===== src/gpio_port_defines.vh =====
// offsets, field positions, reset values and timing counts of the six-line port
`ifndef GPIO_PORT_DEFINES_VH
`define GPIO_PORT_DEFINES_VH
`define ADDR_OUT_VALUE 4'h0
`define ADDR_DIRECTION 4'h1
`define ADDR_IN_VALUE 4'h2
`define ADDR_SPECIAL 4'h3
`define ADDR_IRQ_STATUS 4'h4
`define ADDR_IRQ_MASK 4'h5
`define ADDR_MODE 4'h6
`define DIRECTION_RESET 6'h00
`define SPECIAL_RESET 6'h00
`define SF_RECOVERY 0
`define SF_TIMER_OUT 1
`define SF_IRQ_THREE 2
`define SF_COMP_REF 3
`define SF_COMP_SIG 4
`define SF_IRQ_ONE_FOUR 5
`define MODE_HALT 0
`define MODE_STOP 1
`define IRQ_ONE 0
`define IRQ_THREE 1
`define IRQ_FOUR 2
`define IRQ_COMP 3
`define IRQ_RECOVERY 4
`define RECOVERY_MIN_NS 1000
`define CLK_PERIOD_NS 8
`define RECOVERY_CYCLES ((`RECOVERY_MIN_NS + `CLK_PERIOD_NS - 1) / `CLK_PERIOD_NS)
`define RESTART_VECTOR 16'h0020
`endif


===== src/gpio_port.v =====
// six-line general-purpose port with comparator, recovery input and interrupts
//
// Operation
// - six lines, each software-selectable as input or output
// - each line's direction held and applied independently
// - line five as output only pulls low, never drives high
// - each alternate function active only while its special-function bit is set
// - line0 recovery, line1 timer out, line2 interrupt_input_three, line3 ref, line4 comp/interrupt_input_one/interrupt_input_four
// - full reset leaves output value register unchanged
// - full reset clears all direction bits, all lines inputs
// - full reset clears input value register to zero; pin samples reach it from the third clock edge after release
// - full reset clears special-function register to zero
// - stop recovery and watchdog timeout leave output value, direction and special-function registers untouched
// - comparator enabled by special-function bits three and four
// - comparator on: input bit4 is comparator result, bit3 reference sample
// - comparator on: line-four interrupts sourced from comparator result
// - comparator high when signal above reference, low when below
// - comparator works in halt; its interrupt wakes from halt
// - comparator disabled and powered down during stop mode
// - low on line0 for minimum width triggers recovery, restart at 0020h
//
// The address map and the address-and-strobe port were chosen for this implementation.
`include "gpio_port_defines.vh"
module gpio_port #(
  parameter LINES = 6,
  parameter RECOVERY_CYCLES = `RECOVERY_CYCLES
) (
  input wire SYS_CLK, // system clock, 125 MHz
  input wire SYS_RST, // full reset, async, active high
  input wire [3:0] ADDR, // register address
  input wire [7:0] WDATA, // write data
  input wire WR, // write strobe
  input wire RD, // read strobe
  output reg [7:0] RDATA, // read data, cycle after strobe
  input wire [LINES-1:0] PIN_IN, // pin levels
  output reg [LINES-1:0] PIN_OUT, // pin drive levels
  output reg [LINES-1:0] PIN_OE, // pin drive enables
  input wire COMP_ABOVE, // analog front end: signal above reference
  output reg COMP_POWER, // comparator powered
  input wire TIMER_ZERO_OUT, // timer zero output level
  input wire WATCHDOG_TIMEOUT, // watchdog timeout event
  output reg INTERRUPT_INPUT_ONE, // interrupt request one, one-cycle pulse per event
  output reg INTERRUPT_INPUT_THREE, // interrupt request three, one-cycle pulse per event
  output reg INTERRUPT_INPUT_FOUR, // interrupt request four, one-cycle pulse per event
  output reg STOP_RECOVERY, // recovery pulse to core
  output reg [15:0] RESTART_ADDR, // restart vector for core
  output reg HALT_WAKE, // wake pulse out of halt
  output reg IRQ // level interrupt output
);
  reg [LINES-1:0] out_value;
  reg [LINES-1:0] direction;
  reg [LINES-1:0] in_value;
  reg [LINES-1:0] special;
  reg [4:0] irq_status;
  reg [4:0] irq_mask;
  reg halt_mode;
  reg stop_mode;
  reg sample_pending;
  reg [LINES-1:0] next_in;
  reg [LINES-1:0] next_oe;
  reg [LINES-1:0] next_out;
  reg [4:0] events;
  reg comp_q;
  reg src_one_four_q;
  reg line_two_q;
  wire [LINES-1:0] pins_sync;
  wire comp_sync;
  wire recovery_hit;
  wire comp_on;
  wire src_one_four;

  line_sync #(.WIDTH(LINES)) u_pins (
    .clk(SYS_CLK),
    .rst(SYS_RST),
    .d(PIN_IN),
    .q(pins_sync)
  );

  line_sync #(.WIDTH(1)) u_comp (
    .clk(SYS_CLK),
    .rst(SYS_RST),
    .d(COMP_ABOVE),
    .q(comp_sync)
  );

  // recovery sensing armed only while stopped, line0 input and function enabled
  low_pulse_detect #(.CYCLES(RECOVERY_CYCLES)) u_recovery (
    .clk(SYS_CLK),
    .rst(SYS_RST),
    .arm(stop_mode & ~direction[0] & special[`SF_RECOVERY]),
    .level(pins_sync[0]),
    .hit(recovery_hit)
  );

  // comparator needs both function bits and is off while stopped
  assign comp_on = special[`SF_COMP_REF] & special[`SF_COMP_SIG] & ~stop_mode;
  assign src_one_four = comp_on ? comp_sync : pins_sync[4];

  always @* begin
    next_in = pins_sync;
    if (comp_on) begin
      next_in[4] = comp_sync;
      next_in[3] = pins_sync[3];
    end
  end

  // drive each line from its own direction bit
  always @* begin
    next_oe = direction;
    next_out = out_value;
    if (special[`SF_TIMER_OUT]) begin
      next_out[1] = TIMER_ZERO_OUT;
    end
    // line five drives only low: enable follows the low level
    next_oe[5] = direction[5] & ~out_value[5];
    next_out[5] = 1'b0;
  end

  always @* begin
    events = 5'h00;
    events[`IRQ_ONE] = special[`SF_IRQ_ONE_FOUR] & src_one_four_q & ~src_one_four;
    events[`IRQ_FOUR] = special[`SF_IRQ_ONE_FOUR] & ~src_one_four_q & src_one_four;
    events[`IRQ_THREE] = special[`SF_IRQ_THREE] & line_two_q & ~pins_sync[2];
    events[`IRQ_COMP] = comp_on & (comp_q ^ comp_sync);
    events[`IRQ_RECOVERY] = recovery_hit;
  end

  // output value register has no reset: it keeps its contents over a full reset
  always @(posedge SYS_CLK) begin
    if (WR && ADDR == `ADDR_OUT_VALUE) begin
      out_value <= WDATA[LINES-1:0];
    end
  end

  // watchdog events never touch these registers; a recovery event clears only stop_mode
  always @(posedge SYS_CLK or posedge SYS_RST) begin
    if (SYS_RST) begin
      direction <= `DIRECTION_RESET;
      special <= `SPECIAL_RESET;
      sample_pending <= 1'b1;
      in_value <= 6'h00;
      irq_mask <= 5'h00;
      halt_mode <= 1'b0;
      stop_mode <= 1'b0;
    end else begin
      sample_pending <= 1'b0;
      // first cycle after release loads the synchroniser output, which still holds its reset zeros
      if (sample_pending) begin
        in_value <= pins_sync;
      end else begin
        in_value <= next_in;
      end
      if (WR && ADDR == `ADDR_DIRECTION) begin
        direction <= WDATA[LINES-1:0];
      end
      if (WR && ADDR == `ADDR_SPECIAL) begin
        special <= WDATA[LINES-1:0];
      end
      if (WR && ADDR == `ADDR_IRQ_MASK) begin
        irq_mask <= WDATA[4:0];
      end
      if (WR && ADDR == `ADDR_MODE) begin
        halt_mode <= WDATA[`MODE_HALT];
        stop_mode <= WDATA[`MODE_STOP];
      end else begin
        if (recovery_hit) begin
          stop_mode <= 1'b0;
        end
        if (HALT_WAKE) begin
          halt_mode <= 1'b0;
        end
      end
    end
  end

  always @(posedge SYS_CLK or posedge SYS_RST) begin
    if (SYS_RST) begin
      irq_status <= 5'h00;
      comp_q <= 1'b0;
      src_one_four_q <= 1'b0;
      line_two_q <= 1'b0;
      RDATA <= 8'h00;
      PIN_OUT <= 6'h00;
      PIN_OE <= 6'h00;
      COMP_POWER <= 1'b0;
      INTERRUPT_INPUT_ONE <= 1'b0;
      INTERRUPT_INPUT_THREE <= 1'b0;
      INTERRUPT_INPUT_FOUR <= 1'b0;
      STOP_RECOVERY <= 1'b0;
      RESTART_ADDR <= 16'h0000;
      HALT_WAKE <= 1'b0;
      IRQ <= 1'b0;
    end else begin
      comp_q <= comp_sync;
      src_one_four_q <= src_one_four;
      line_two_q <= pins_sync[2];
      // a read clears the status; an event in the same cycle still sets
      if (RD && ADDR == `ADDR_IRQ_STATUS) begin
        irq_status <= events;
      end else begin
        irq_status <= irq_status | events;
      end
      PIN_OUT <= next_out;
      PIN_OE <= next_oe;
      COMP_POWER <= comp_on;
      INTERRUPT_INPUT_ONE <= events[`IRQ_ONE];
      INTERRUPT_INPUT_THREE <= events[`IRQ_THREE];
      INTERRUPT_INPUT_FOUR <= events[`IRQ_FOUR];
      STOP_RECOVERY <= recovery_hit;
      if (recovery_hit) begin
        RESTART_ADDR <= `RESTART_VECTOR;
      end
      HALT_WAKE <= halt_mode & events[`IRQ_COMP] & irq_mask[`IRQ_COMP];
      IRQ <= |((irq_status | events) & irq_mask);
      RDATA <= 8'h00;
      if (RD) begin
        case (ADDR)
          `ADDR_OUT_VALUE: RDATA <= {2'h0, out_value};
          `ADDR_DIRECTION: RDATA <= {2'h0, direction};
          `ADDR_IN_VALUE: RDATA <= {2'h0, in_value};
          `ADDR_SPECIAL: RDATA <= {2'h0, special};
          `ADDR_IRQ_STATUS: RDATA <= {3'h0, irq_status};
          `ADDR_IRQ_MASK: RDATA <= {3'h0, irq_mask};
          `ADDR_MODE: RDATA <= {6'h00, stop_mode, halt_mode};
          default: RDATA <= 8'h00;
        endcase
      end
    end
  end
endmodule // gpio_port


===== src/line_sync.v =====
// two-flop synchroniser, one per line via a generate loop
module line_sync #(
  parameter WIDTH = 6
) (
  input wire clk, // system clock
  input wire rst, // async reset, active high
  input wire [WIDTH-1:0] d, // asynchronous levels
  output wire [WIDTH-1:0] q // synchronised levels
);
  genvar i;
  generate
    for (i = 0; i < WIDTH; i = i + 1) begin : g_bit
      reg first;
      reg second;
      always @(posedge clk or posedge rst) begin
        if (rst) begin
          first <= 1'b0;
          second <= 1'b0;
        end else begin
          first <= d[i];
          second <= first;
        end
      end
      assign q[i] = second;
    end
  endgenerate
endmodule // line_sync


===== src/low_pulse_detect.v =====
// detects a low level held for a minimum number of cycles
module low_pulse_detect #(
  parameter CYCLES = 125
) (
  input wire clk, // system clock
  input wire rst, // async reset, active high
  input wire arm, // detection armed
  input wire level, // synchronised line level
  output reg hit // one-cycle pulse when width reached
);
  reg [15:0] count;
  always @(posedge clk or posedge rst) begin
    if (rst) begin
      count <= 16'h0000;
      hit <= 1'b0;
    end else begin
      hit <= 1'b0;
      if (!arm || level) begin
        count <= 16'h0000;
      end else if (count == CYCLES[15:0] - 16'h0001) begin
        hit <= 1'b1;
        count <= 16'h0000;
      end else begin
        count <= count + 16'h0001;
      end
    end
  end
endmodule // low_pulse_detect


===== config.mk =====
export PLATFORM = sky130hd
export DESIGN_NAME = gpio_port
export DESIGN_NICKNAME = d
export VERILOG_FILES = /design/src/gpio_port.v /design/src/line_sync.v /design/src/low_pulse_detect.v
export VERILOG_INCLUDE_DIRS = /design/src
export SDC_FILE = /design/constraint.sdc
export NUM_CORES = 1
export LEC_CHECK = 0
export BUFFER_PORTS_ARGS = -buffer_cell sky130_fd_sc_hd__buf_2
export CAP_MARGIN = 20
export CORE_MARGIN = 5
export CORE_UTILIZATION = 45
export DETAILED_ROUTE_END_ITERATION = 7
export GPL_TIMING_DRIVEN = 0
export PLACE_DENSITY = 0.67
export SYNTH_ARGS = -nofsm -noshare
export SYNTH_HDL_FRONTEND = slang
export SYNTH_HIERARCHICAL = 1
export SYNTH_SLANG_ARGS = --single-unit
export TNS_END_PERCENT = 30

===== constraint.sdc =====
create_clock -name SYS_CLK -period 2.2 [get_ports SYS_CLK]
set_clock_uncertainty 0.05 [all_clocks]
set_input_delay 0.33 -clock SYS_CLK [delete_from_list [all_inputs] [get_ports SYS_CLK]]
set_output_delay 0.33 -clock SYS_CLK [all_outputs]
set_load 0.005 [all_outputs]

# Word-level counts from Yosys, hierarchy flattened
# Cells that the tools add are included.
# classes
n_addsub	1
eq_ne	7
mux	15
bitwise	23
reduce_logical	12
# ops
cell	count
$pmux W6 S7	1
$mux W16	2
$add A16 B1 Y16 const B	1
$eq A16 B7 Y1 const B	1
$and A1 B1 Y1	14
$eq A4 B3 Y1 const B	3
$mux W5	2
$eq A4 B2 Y1 const B	2
$mux W1	8
$logic_and A1 B1 Y1	6
$mux W6	1
$not A1 Y1	6
$and A5 B5 Y5	1
$or A5 B5 Y5	1
$reduce_or A5 Y1	1
$eq A4 B1 Y1 const B	1
$logic_not A4 Y1	1
$reduce_bool A2 Y1	2
$mux W2	1
$logic_not A1 Y1	1
$logic_or A1 B1 Y1	1
$xor A1 B1 Y1	1
# totals
regBits	98
in_bits	25
out_inout_bits	43
word_cells	97

# Logic depth before layout (Yosys ltp)
# Gate-level depths: netlist of the first run.
# depth
word_depth	8
depth_mapped	7
ltp_nobuf	6

# Hierarchy
# The synthesis of the first run kept the hierarchy.
# by_module_without_submodules
mod	n_inst	cells_per_inst	area_each_um2	seq_area_each_um2
gpio_port	1	188	2613.8	1632.8
low_pulse_detect	1	82	908.4	425.4
line_sync (u_pins)	1	19	349.1	300.3
line_sync (u_comp)	1	3	53.8	50.0

# Worst setup path before layout of the first run
# OpenSTA, ideal clock, no wires.
# synth_timing
path_type	register to register
startpoint	register special[3]
endpoint	register IRQ
setup_time_ns	0.129
t_arrival_ns	1.342
required_ns	2.021
setup_slack_ns	0.679
stages_incl_launch_ff	5
n_path_buf	0
period_less_slack_ns	1.521
path_cell_list	dfrtp_1 > and4b_1 > a21o_1 > and3b_4 > a2111o_1
# synth_between
word_cells_on_any_way	10
classes_between	mux (1); bitwise (8); reduce/logical (1)
# synth_lines
item	line	text
start, declared	gpio_port.v:53	reg [LINES-1:0] special;
start signal, assigned	gpio_port.v:139	special <= `SPECIAL_RESET;
start signal, assigned	gpio_port.v:157	special <= WDATA[LINES-1:0];
$and A1 B1 Y1 (2 in a row)	gpio_port.v:96	assign comp_on = special[`SF_COMP_REF] & special[`SF_COMP_SIG] & ~stop_mode;
$mux W1	gpio_port.v:97	assign src_one_four = comp_on ? comp_sync : pins_sync[4];
via src_one_four	gpio_port.v:70	wire src_one_four;
$and A1 B1 Y1	gpio_port.v:122	events[`IRQ_FOUR] = special[`SF_IRQ_ONE_FOUR] & ~src_one_four_q & src_one_four;
via events[2]	gpio_port.v:62	reg [4:0] events;
$or A5 B5 Y5	gpio_port.v:214	IRQ <= |((irq_status | events) & irq_mask);
$and A5 B5 Y5	gpio_port.v:214	
$reduce_or A5 Y1	gpio_port.v:214	
end signal, assigned	gpio_port.v:214	
end, declared	gpio_port.v:48	output reg IRQ
# The timed path passes the listed nets, and every way through them passes these cells.
# A chain may end at the register's enable or synchronous reset.

# Final worst setup path of the first run
# layout_timing
startpoint	register special[4]
endpoint	register IRQ
# The elaborated chain is that of the path after synthesis.

==> results of run 1 <==
==> stage by stage <==
step	hold slack [ns]	instances	setup WS [ns]	power (W)
after global placement	0.1643	464	-0.3618	0.002579
after floorplan	0.02118	310	0.3937	0.002421
after CTS	0.01334	482	0.4921	0.003854
after global routing	0.0008277	484	0.4607	0.004018
after detailed placement	0.1775	465	0.1031	0.002603
final	0.03584	484	0.5234	0.003812
==> logic make-up (layout without fill, tap and decap cells) <==
| family | after synthesis | in the layout | synth area share, % |
|---|---|---|---|
| flops | 95 | 95 | 61.36 |
| xor+xnor | 15 | 15 | 3.347 |
| mux | 33 | 33 | 10.74 |
| simple gates | 84 | 84 | 13.10 |
| buf+inv | 41 | 107 | 6.885 |
| compound gates | 21 | 21 | 3.826 |
| fa+ha+maj | 2 | 2 | 0.6374 |
| other cells | 1 | 19 | 0.09554 |
==> worst max path at each step <==
stage | to | slack (ns) | cells after the start
after floorplan | COMP_POWER$_DFF_PP0_ | 0.39 | 1
after global placement | PIN_OUT[2]$_DFF_PP0_ | -0.36 | 2
after detailed placement | out_value[1]$_DFFE_PP_ | 0.10 | 3
after CTS | out_value[5]$_DFFE_PP_ | 0.49 | 3
after global routing | u_recovery/count[8]$_DFF_PP0_ | 0.46 | 7
final | IRQ$_DFF_PP0_ | 0.52 | 4
==> cell usage after synthesis (2+ instances only) <==
master,n,area [µm²]
nand4_1,5,31.28
a21o_1,5,37.54
buf_2,5,25.02
a21oi_1,4,20.02
mux4_2,5,112.6
nor2_1,17,63.81
xor2_1,12,105.1
dfrtp_1,88,2202
nand3b_4,2,40.04
xnor2_1,3,26.28
mux2_2,18,202.7
edfxtp_1,6,180.2
buf_4,25,187.7
mux2i_1,5,50.05
and4_1,3,26.28
inv_1,9,33.78
nor2_2,11,68.82
and3_1,6,37.54
ha_1,2,25.02
nor2b_1,5,31.28
o21ai_0,2,10.01
mux2_1,5,56.30
nand3_1,6,30.03
nand2_1,15,56.30
nor3_1,2,10.01
==> cell type report <==
cell class	count	area [µm²]
buffer	31	232.7
fill	761	3969
inverter	10	37.54
sequential	95	2409
multi-input combinational	174	1314
clock buffer	10	127.6
tap	108	135.1
clock inverter	6	93.84
timing repair buffer	50	275.3
==> registers in the layout, summed over array words and instances, names as in the netlist, 6 cells and up <==
register and count:
out_value 6, in_value 6, u_pins/g_bit.second 6, special 6
direction 6, u_recovery/count 16, u_pins/g_bit.first 6, RDATA 6
PIN_OE 6
==> power breakdown <==
group	switching, W	total [W]	internal (W)
registers	0.000128	0.00208	0.00195
clock network	0.000598	0.00125	0.000649
logic	0.000213	0.000488	0.000275
==> metal layers <==
| metal | global-route usage, % | part of all wire [%] | wire length [µm] |
|---|---|---|---|
| met3 | 3.555 | 5.9 | 416 |
| met5 | 0 | 0 | 0 |
| met4 | 4.980 | 1.0 | 71 |
| met2 | 23.19 | 48 | 3380 |
| met1 | 19.56 | 45 | 3198 |
==> critical path, cell delays in order (launching register included) <==
cell      delay [ns]
dfrtp_1         0.47
and4b_1         0.24
a21o_1          0.19
and3b_4         0.20
a2111o_1        0.41
==> what timing repair did <==
item                                   in CTS  in global routing
hold buffers                                1                  1
buffers inserted                            0                  0
endpoints found under the hold margin      33                  1
==> results, run 1 <==
- In the synthesized netlist, the number of instances is 292.
- The clock tree synthesis step divided the H-tree into 3 levels.
- Setup repair after global routing left no endpoint under its margin.
- The first-pass detailed-route iteration total is 4.
- The total number of clock tree sinks is 95.
- The number of nets in the final layout is 398.
- The die boundary height is roughly 100 µm.
- The clock edge transition at the registers on the reported setup and hold paths is about 0.090 ns.
- The root buffer cell chosen for the clock tree is clkbuf_8.
- The number of max-slew violations in the final report came to 0.
- The synthesized netlist contains 51 unique library cells.
- The via count of the first global-routing pass is between 2000 and 2500.
- The port buffer count is 46.
- The maximum number of pins on one net before global-route repair is 39.
- The flop-to-flop setup slack is 0.52 ns.
- In this run, synthesis produced a sequential element count of 95.
- The detail route stage leaves a number of antenna-violating nets equal to 0.
- The max-capacitance violation count is 0.
- After detailed routing, the number of remaining DRC violations is 0.
- The finished cells cover around 0.0046 mm².
- The leakage power of the design is 2.243 nW.
- The initial cell density of the core is between 40% and 50%.
- In the synthesized netlist the async set-or-reset flop fraction comes to between 90% and 100%.
- The share of the Yosys chip area taken by registers is around three fifths.
- The core area is 0.008593 mm².
- During I/O placement, the number of pins put on the boundary was 68.
- The area of the mapped netlist is 0.003925 mm².
- The sort of element at the start of the critical path is a register.
- For this run, the top clock speed supported by timing is 596.4 MHz.
- Global routing consumed, over all layers together, 14.55% of the routing resources.
- The routed wire length is 7.067 mm.
- For this design the ratio of total power to cell area is 824.3 mW/mm².
- The number of enable flip-flop cells after synthesis is 6.
- Setup total negative slack on the finished layout was measured at 0 ns.
- The number of vias per cell after detailed routing is 4.731.
- Clock tree synthesis inserted a total of 9 buffers.
- At the worst endpoint, the required time is 2.39 ns.
- For hold timing, the worst endpoint is u_pins/g_bit[5].first$_DFF_PP0_.
- In this run the critical register-to-register path is captured at IRQ$_DFF_PP0_.
- The most critical setup path has its startpoint at special[4]$_DFFE_PP0P_.
- The worst hold path begins at PIN_IN[5].
- The via count is 2290.
- The path class of the lowest-slack min-delay path is in2reg.
- The run finished with clean final reports.
- The type of the worst setup path is reg2reg.
- After floorplanning, the core was divided into 34 placement rows.
- The die extent in x is 103.4 µm.
- The cell count of the worst hold path is 1.
- For this run, the number of Yosys warnings is 6.
- After detailed routing, the average wire length per cell comes to 14.60 µm.
- The antenna cell count is 0.
- IR analysis of the VDD net gives a maximum drop of 341.4 µV.
- The category of the worst setup path capture point is a register.
- The die area is between 0.01 and 0.015 mm².
- Dividing the synthesized area by the synthesized cell count gives 13.44 µm².
- The final design utilization is 53.81%.
- For the worst setup path, the data arrival time is 1.86 ns.
- Counting cells, the worst reg-to-reg path comes to 4.
- In this run the worst path has a maximum fanout of 4.
- The source of the worst register-to-register timing path is special[4]$_DFFE_PP0P_.
- The final critical-path required period is 1.677 ns.
- The layout cell share with drive strength beyond 1 is about 38%.
- After clock tree synthesis, the repair step resized 0 gates.
- Summing all placed instances gives a cell area of 0.004378 mm².
- Leaving out fill and tap cells, the most frequent cell in the layout is dfrtp_1.
- The HPWL reported at the end of detailed placement is 5.188 mm.
- The final worst-path cycle share is approximately three quarters.
- Leaving out fill and tap cells, the most frequent cells in the layout are dfrtp_1, buf_2, buf_4.
- The clock insertion delay at the later pin of the skew report is between 0.3 and 0.4 ns.
- Setup violations remaining at the end of the flow were counted as 0.
- The buffer levels on the longest clock path is 2.
- The first routing iteration left a little under 70 violations.
- The number of antenna violations at the first check in global routing came to 0.
- The measured slew at the worst slew-check pin is about 0.75 ns.
- The final hold violation count was 0.
- The wire length of the first global-routing pass is roughly 12 mm.
- The most used flip-flop cell after synthesis is dfrtp_1.
- The worst max-slew margin expressed relative to the limit is 49.14%.
- TritonCTS built the clock tree.
- Summed over all layers, the global routing overflow is 0.
- Relative to the synthesized area, the layout overhead comes to 17.82%.
- The congestion estimate from routability-driven global placement came to 0.8399.
(Power assumes the default switching activity.)
==> inputs of run 2 (changes only) <==
--- a/config.mk
+++ b/config.mk
@@ -12,7 +12,7 @@
 export CORE_UTILIZATION = 45
 export DETAILED_ROUTE_END_ITERATION = 7
 export GPL_TIMING_DRIVEN = 0
-export PLACE_DENSITY = 0.67
+export PLACE_DENSITY = 0.7
 export SYNTH_ARGS = -nofsm -noshare
 export SYNTH_HDL_FRONTEND = slang
 export SYNTH_HIERARCHICAL = 1
==> constraint.sdc (replaced) <==
create_clock -name SYS_CLK -period 1.5 [get_ports SYS_CLK]
set_clock_uncertainty 0.05 [all_clocks]
set_input_delay 0.225 -clock SYS_CLK [delete_from_list [all_inputs] [get_ports SYS_CLK]]
set_output_delay 0.225 -clock SYS_CLK [all_outputs]
set_load 0.005 [all_outputs]
==> run 2 against run 1 <==
  * The flow now finishes with violations (negative setup slack)
  * Power up 49%
  * Via count up 4.3%
  * Wire length up 5.6%
  * Hold slack worse by 0.015 ns
  * Largest cell class unchanged
  * Largest power group unchanged
==> results, run 2 (synthesis results as in run 1) <==
- The run finished, with violations left.
- The I/O pin total is 68 (unchanged).
- The number of nets still failing antenna checks after routing is 0 (unchanged).
- The category of the worst setup path capture point is a register.
- The met2 capacity usage during global routing is 24.31% (+1.1 points).
- In this run the worst setup path begins at special[4]$_DFFE_PP0P_.
- Leaving out fill and tap cells, the most frequent cell in the layout is dfrtp_1.
- The number of max-slew violations in the final report was 0 (unchanged).
- The global placer's final weighted congestion is 0.8343 (-0.67%).
- The worst-case vdd ir drop is 556.1 µV (+63%).
- The register name with the most flops is u_recovery/count.
- The setup slack at placement is -0.5451 ns (-0.6482 ns).
- The startpoint identified for the worst hold timing path is WDATA[5].
- The layout cell share with drive strength beyond 1 came to 39.02% (+1.5 points).
- The max-capacitance violation count is 0 (unchanged).
- The antenna cell count is 0 (unchanged).
- The number of vias per cell after detailed routing came to 4.824 (+2.0%).
- The final worst-path cycle share is 108.2% (+32 points).
- The source of the worst register-to-register timing path is special[4]$_DFFE_PP0P_.
- The via count of the first global-routing pass came to 2337 (-2.4%).
- The wire length of the first global-routing pass was 12.04 mm (+2.7%).
- The die area was 0.01069 mm² (unchanged).
- For this design, the slowest cell found on the critical path is dfrtp_2.
- The number of nets in the final layout is 409 (+2.8%).
- Setup repair after global routing could not meet its margin everywhere.
- The DRC violation count after routing is 0 (unchanged).
- The per-cell routed wire length is 15.08 µm (+3.3%).
- The buffer levels on the longest clock path came to 2 (unchanged).
- The maximum number of pins on one net before global-route repair is 42 (+7.7%).
- The remaining global-route overflow came to 0 (unchanged).
- The clock insertion delay at the later pin of the skew report is 0.35 ns (about the same).
- The met1 track utilization from global routing came to 20.22% (+0.66 points).
- The checks that failed: negative setup slack.
- The final worst setup slack is -0.1229 ns (-0.6463 ns).
- The cell at the root of the clock tree is clkbuf_8.
- The overall global routing resource usage came to 15.07% (+0.52 points).
- The power density over cell area is 1192 mW/mm² (+45%).
- The upper clock frequency limit is 616.2 MHz (+3.3%).
- The arrival time at the worst endpoint is 1.80 ns (-0.06 ns).
- The die extent in x was 103.4 µm (unchanged).
- The final critical-path required period is 1.623 ns (-0.05370 ns).
- The first-pass detailed-route iteration total came to 4 (unchanged).
- The TritonCTS clock tree is done.
- The routed wire length is 7.466 mm (+5.6%).
- The delay contributed by the slowest stage of the critical path is 0.46 ns (about the same).
- Compared with the post-synthesis result, the final layout area differs by 21.33%.
- The total clock buffers created by CTS is 9 (unchanged).
- The via count is 2388 (+4.3%).
- The data required time of the worst path came to 1.68 ns (-0.71 ns).
- The path class of the lowest-slack min-delay path is in2reg.
- The layer carrying the most global-route usage is met2.
- The top cell types in the final layout, fill and taps aside, are dfrtp_1, buf_2, buf_4.
- The die boundary height came to 103.4 µm (unchanged).
- The number of flip-flops under the largest register name is 16 (unchanged).
- The maximum level of the CTS H-tree is 3 (unchanged).
- The core area is 0.008593 mm² (unchanged).
- The number of antenna violations at the first check in global routing is 0 (unchanged).
- The placement row count is 34 (unchanged).
- The setup TNS after final layout is -1.516 ns (-1.516 ns).
- The met3 layer usage reported by global route is 2.750% (-0.80 points).
- The leakage power of the design is 2.301 nW (+2.6%).
- The number of setup violations in the final report is 17 (+17).
- The largest fanout on the critical path is 3 (-1).
- The HPWL reported at the end of detailed placement came to 5.285 mm (+1.9%).
- The clock edge transition at the registers on the reported setup and hold paths was 0.10 ns (about the same).
- The critical path goes through and4b_1, a21o_1, and3b_4, a2111o_1.
- The measured slew at the worst slew-check pin is 0.7047 ns (-0.05017 ns).
- The port buffer count was 46 (unchanged).
- The initial cell density of the core came to 45.68% (unchanged).
- The worst max-slew margin expressed relative to the limit came to 52.76% (+3.6 points).
- The sort of element at the start of the critical path is a register.
- The final hold violation count was 0 (unchanged).
- The total number of clock tree sinks is 95 (unchanged).
- The count of routing violations after the opening detailed-route iteration is 116 (+71%).
- The type of the worst setup path is reg2reg.
- The worst hold slack across all endpoints is 0.02081 ns (-0.01503 ns).
==> run 2: changes by cell type in the layout (fill, tap and decap cells not counted), sizes merged <==
cell and change:
buf +5, clkbuf -1, clkinvlp +2, dlygate4sd3 +6, inv -1
==> run 2: through the flow <==
stage	util (%)	instances	instance area, µm²	total power, W
floorplan	-	310	3996	0.003551
global placement	50.76	464	4362	0.003781
detailed placement	50.99	465	4382	0.003825
CTS	54.92	492	4720	0.005707
global route	55.42	495	4762	0.005954
finish	55.42	495	4762	0.005678
==> run 2: path summary, 6_finish.rpt <==
| kind | endpoint | slack [ns] | cells after the start |
|---|---|---|---|
| worst max-delay path | IRQ$_DFF_PP0_ | -0.12 | 4 |
| worst min-delay path | out_value[5]$_DFFE_PP_ | 0.02 | 1 |
| worst max register to register | IRQ$_DFF_PP0_ | -0.12 | 4 |
| worst min register to register | u_pins/g_bit[1].second$_DFF_PP0_ | 0.30 | 0 |
| max in group asynchronous | special[4]$_DFFE_PP0P_ | 0.47 | 4 |
| min in group asynchronous | u_comp/g_bit[0].first$_DFF_PP0_ | 0.26 | 3 |
==> run 2: timing repair <==
action | 4_1_cts | 5_1_grt
hold endpoints to repair | 54 | 0
endpoints found under the setup margin | 17 | 22
resized for setup | 3 | 4
pin swaps | 2 | 2
hold buffers | 8 | 0
buffers inserted | 3 | 3
==> run 2: routing by layer <==
| layer | routed length (µm) | part of all wire, % |
|---|---|---|
| met5 | 0 | 0 |
| met4 | 138 | 1.8 |
| met3 | 442 | 5.9 |
| met2 | 3604 | 48 |
| met1 | 3281 | 44 |
==> run 2: power by group <==
part           leakage (nW)  internal (W)  switching [W]
sequential             1.17       0.00286       0.000179
combinational          1.03      0.000451       0.000342
clock                 0.103      0.000942       0.000903
==> run 2: area by class of cell <==
type,count,area (µm²)
Multi-Input combinational cell,174,1335
Tap cell,108,135.1
Clock inverter,7,96.34
Timing Repair Buffer,61,387.9
Fill cell,738,3831
Inverter,10,41.29
Sequential cell,95,2410
Clock buffer,9,123.9
Buffer,31,232.7
==> run 2: worst max-delay path: cells and delay by family, from the launching register on <==
family / cells / cell delay [ns]
flops: 1 / 0.46
compound gates: 2 / 0.58
simple gates: 2 / 0.42
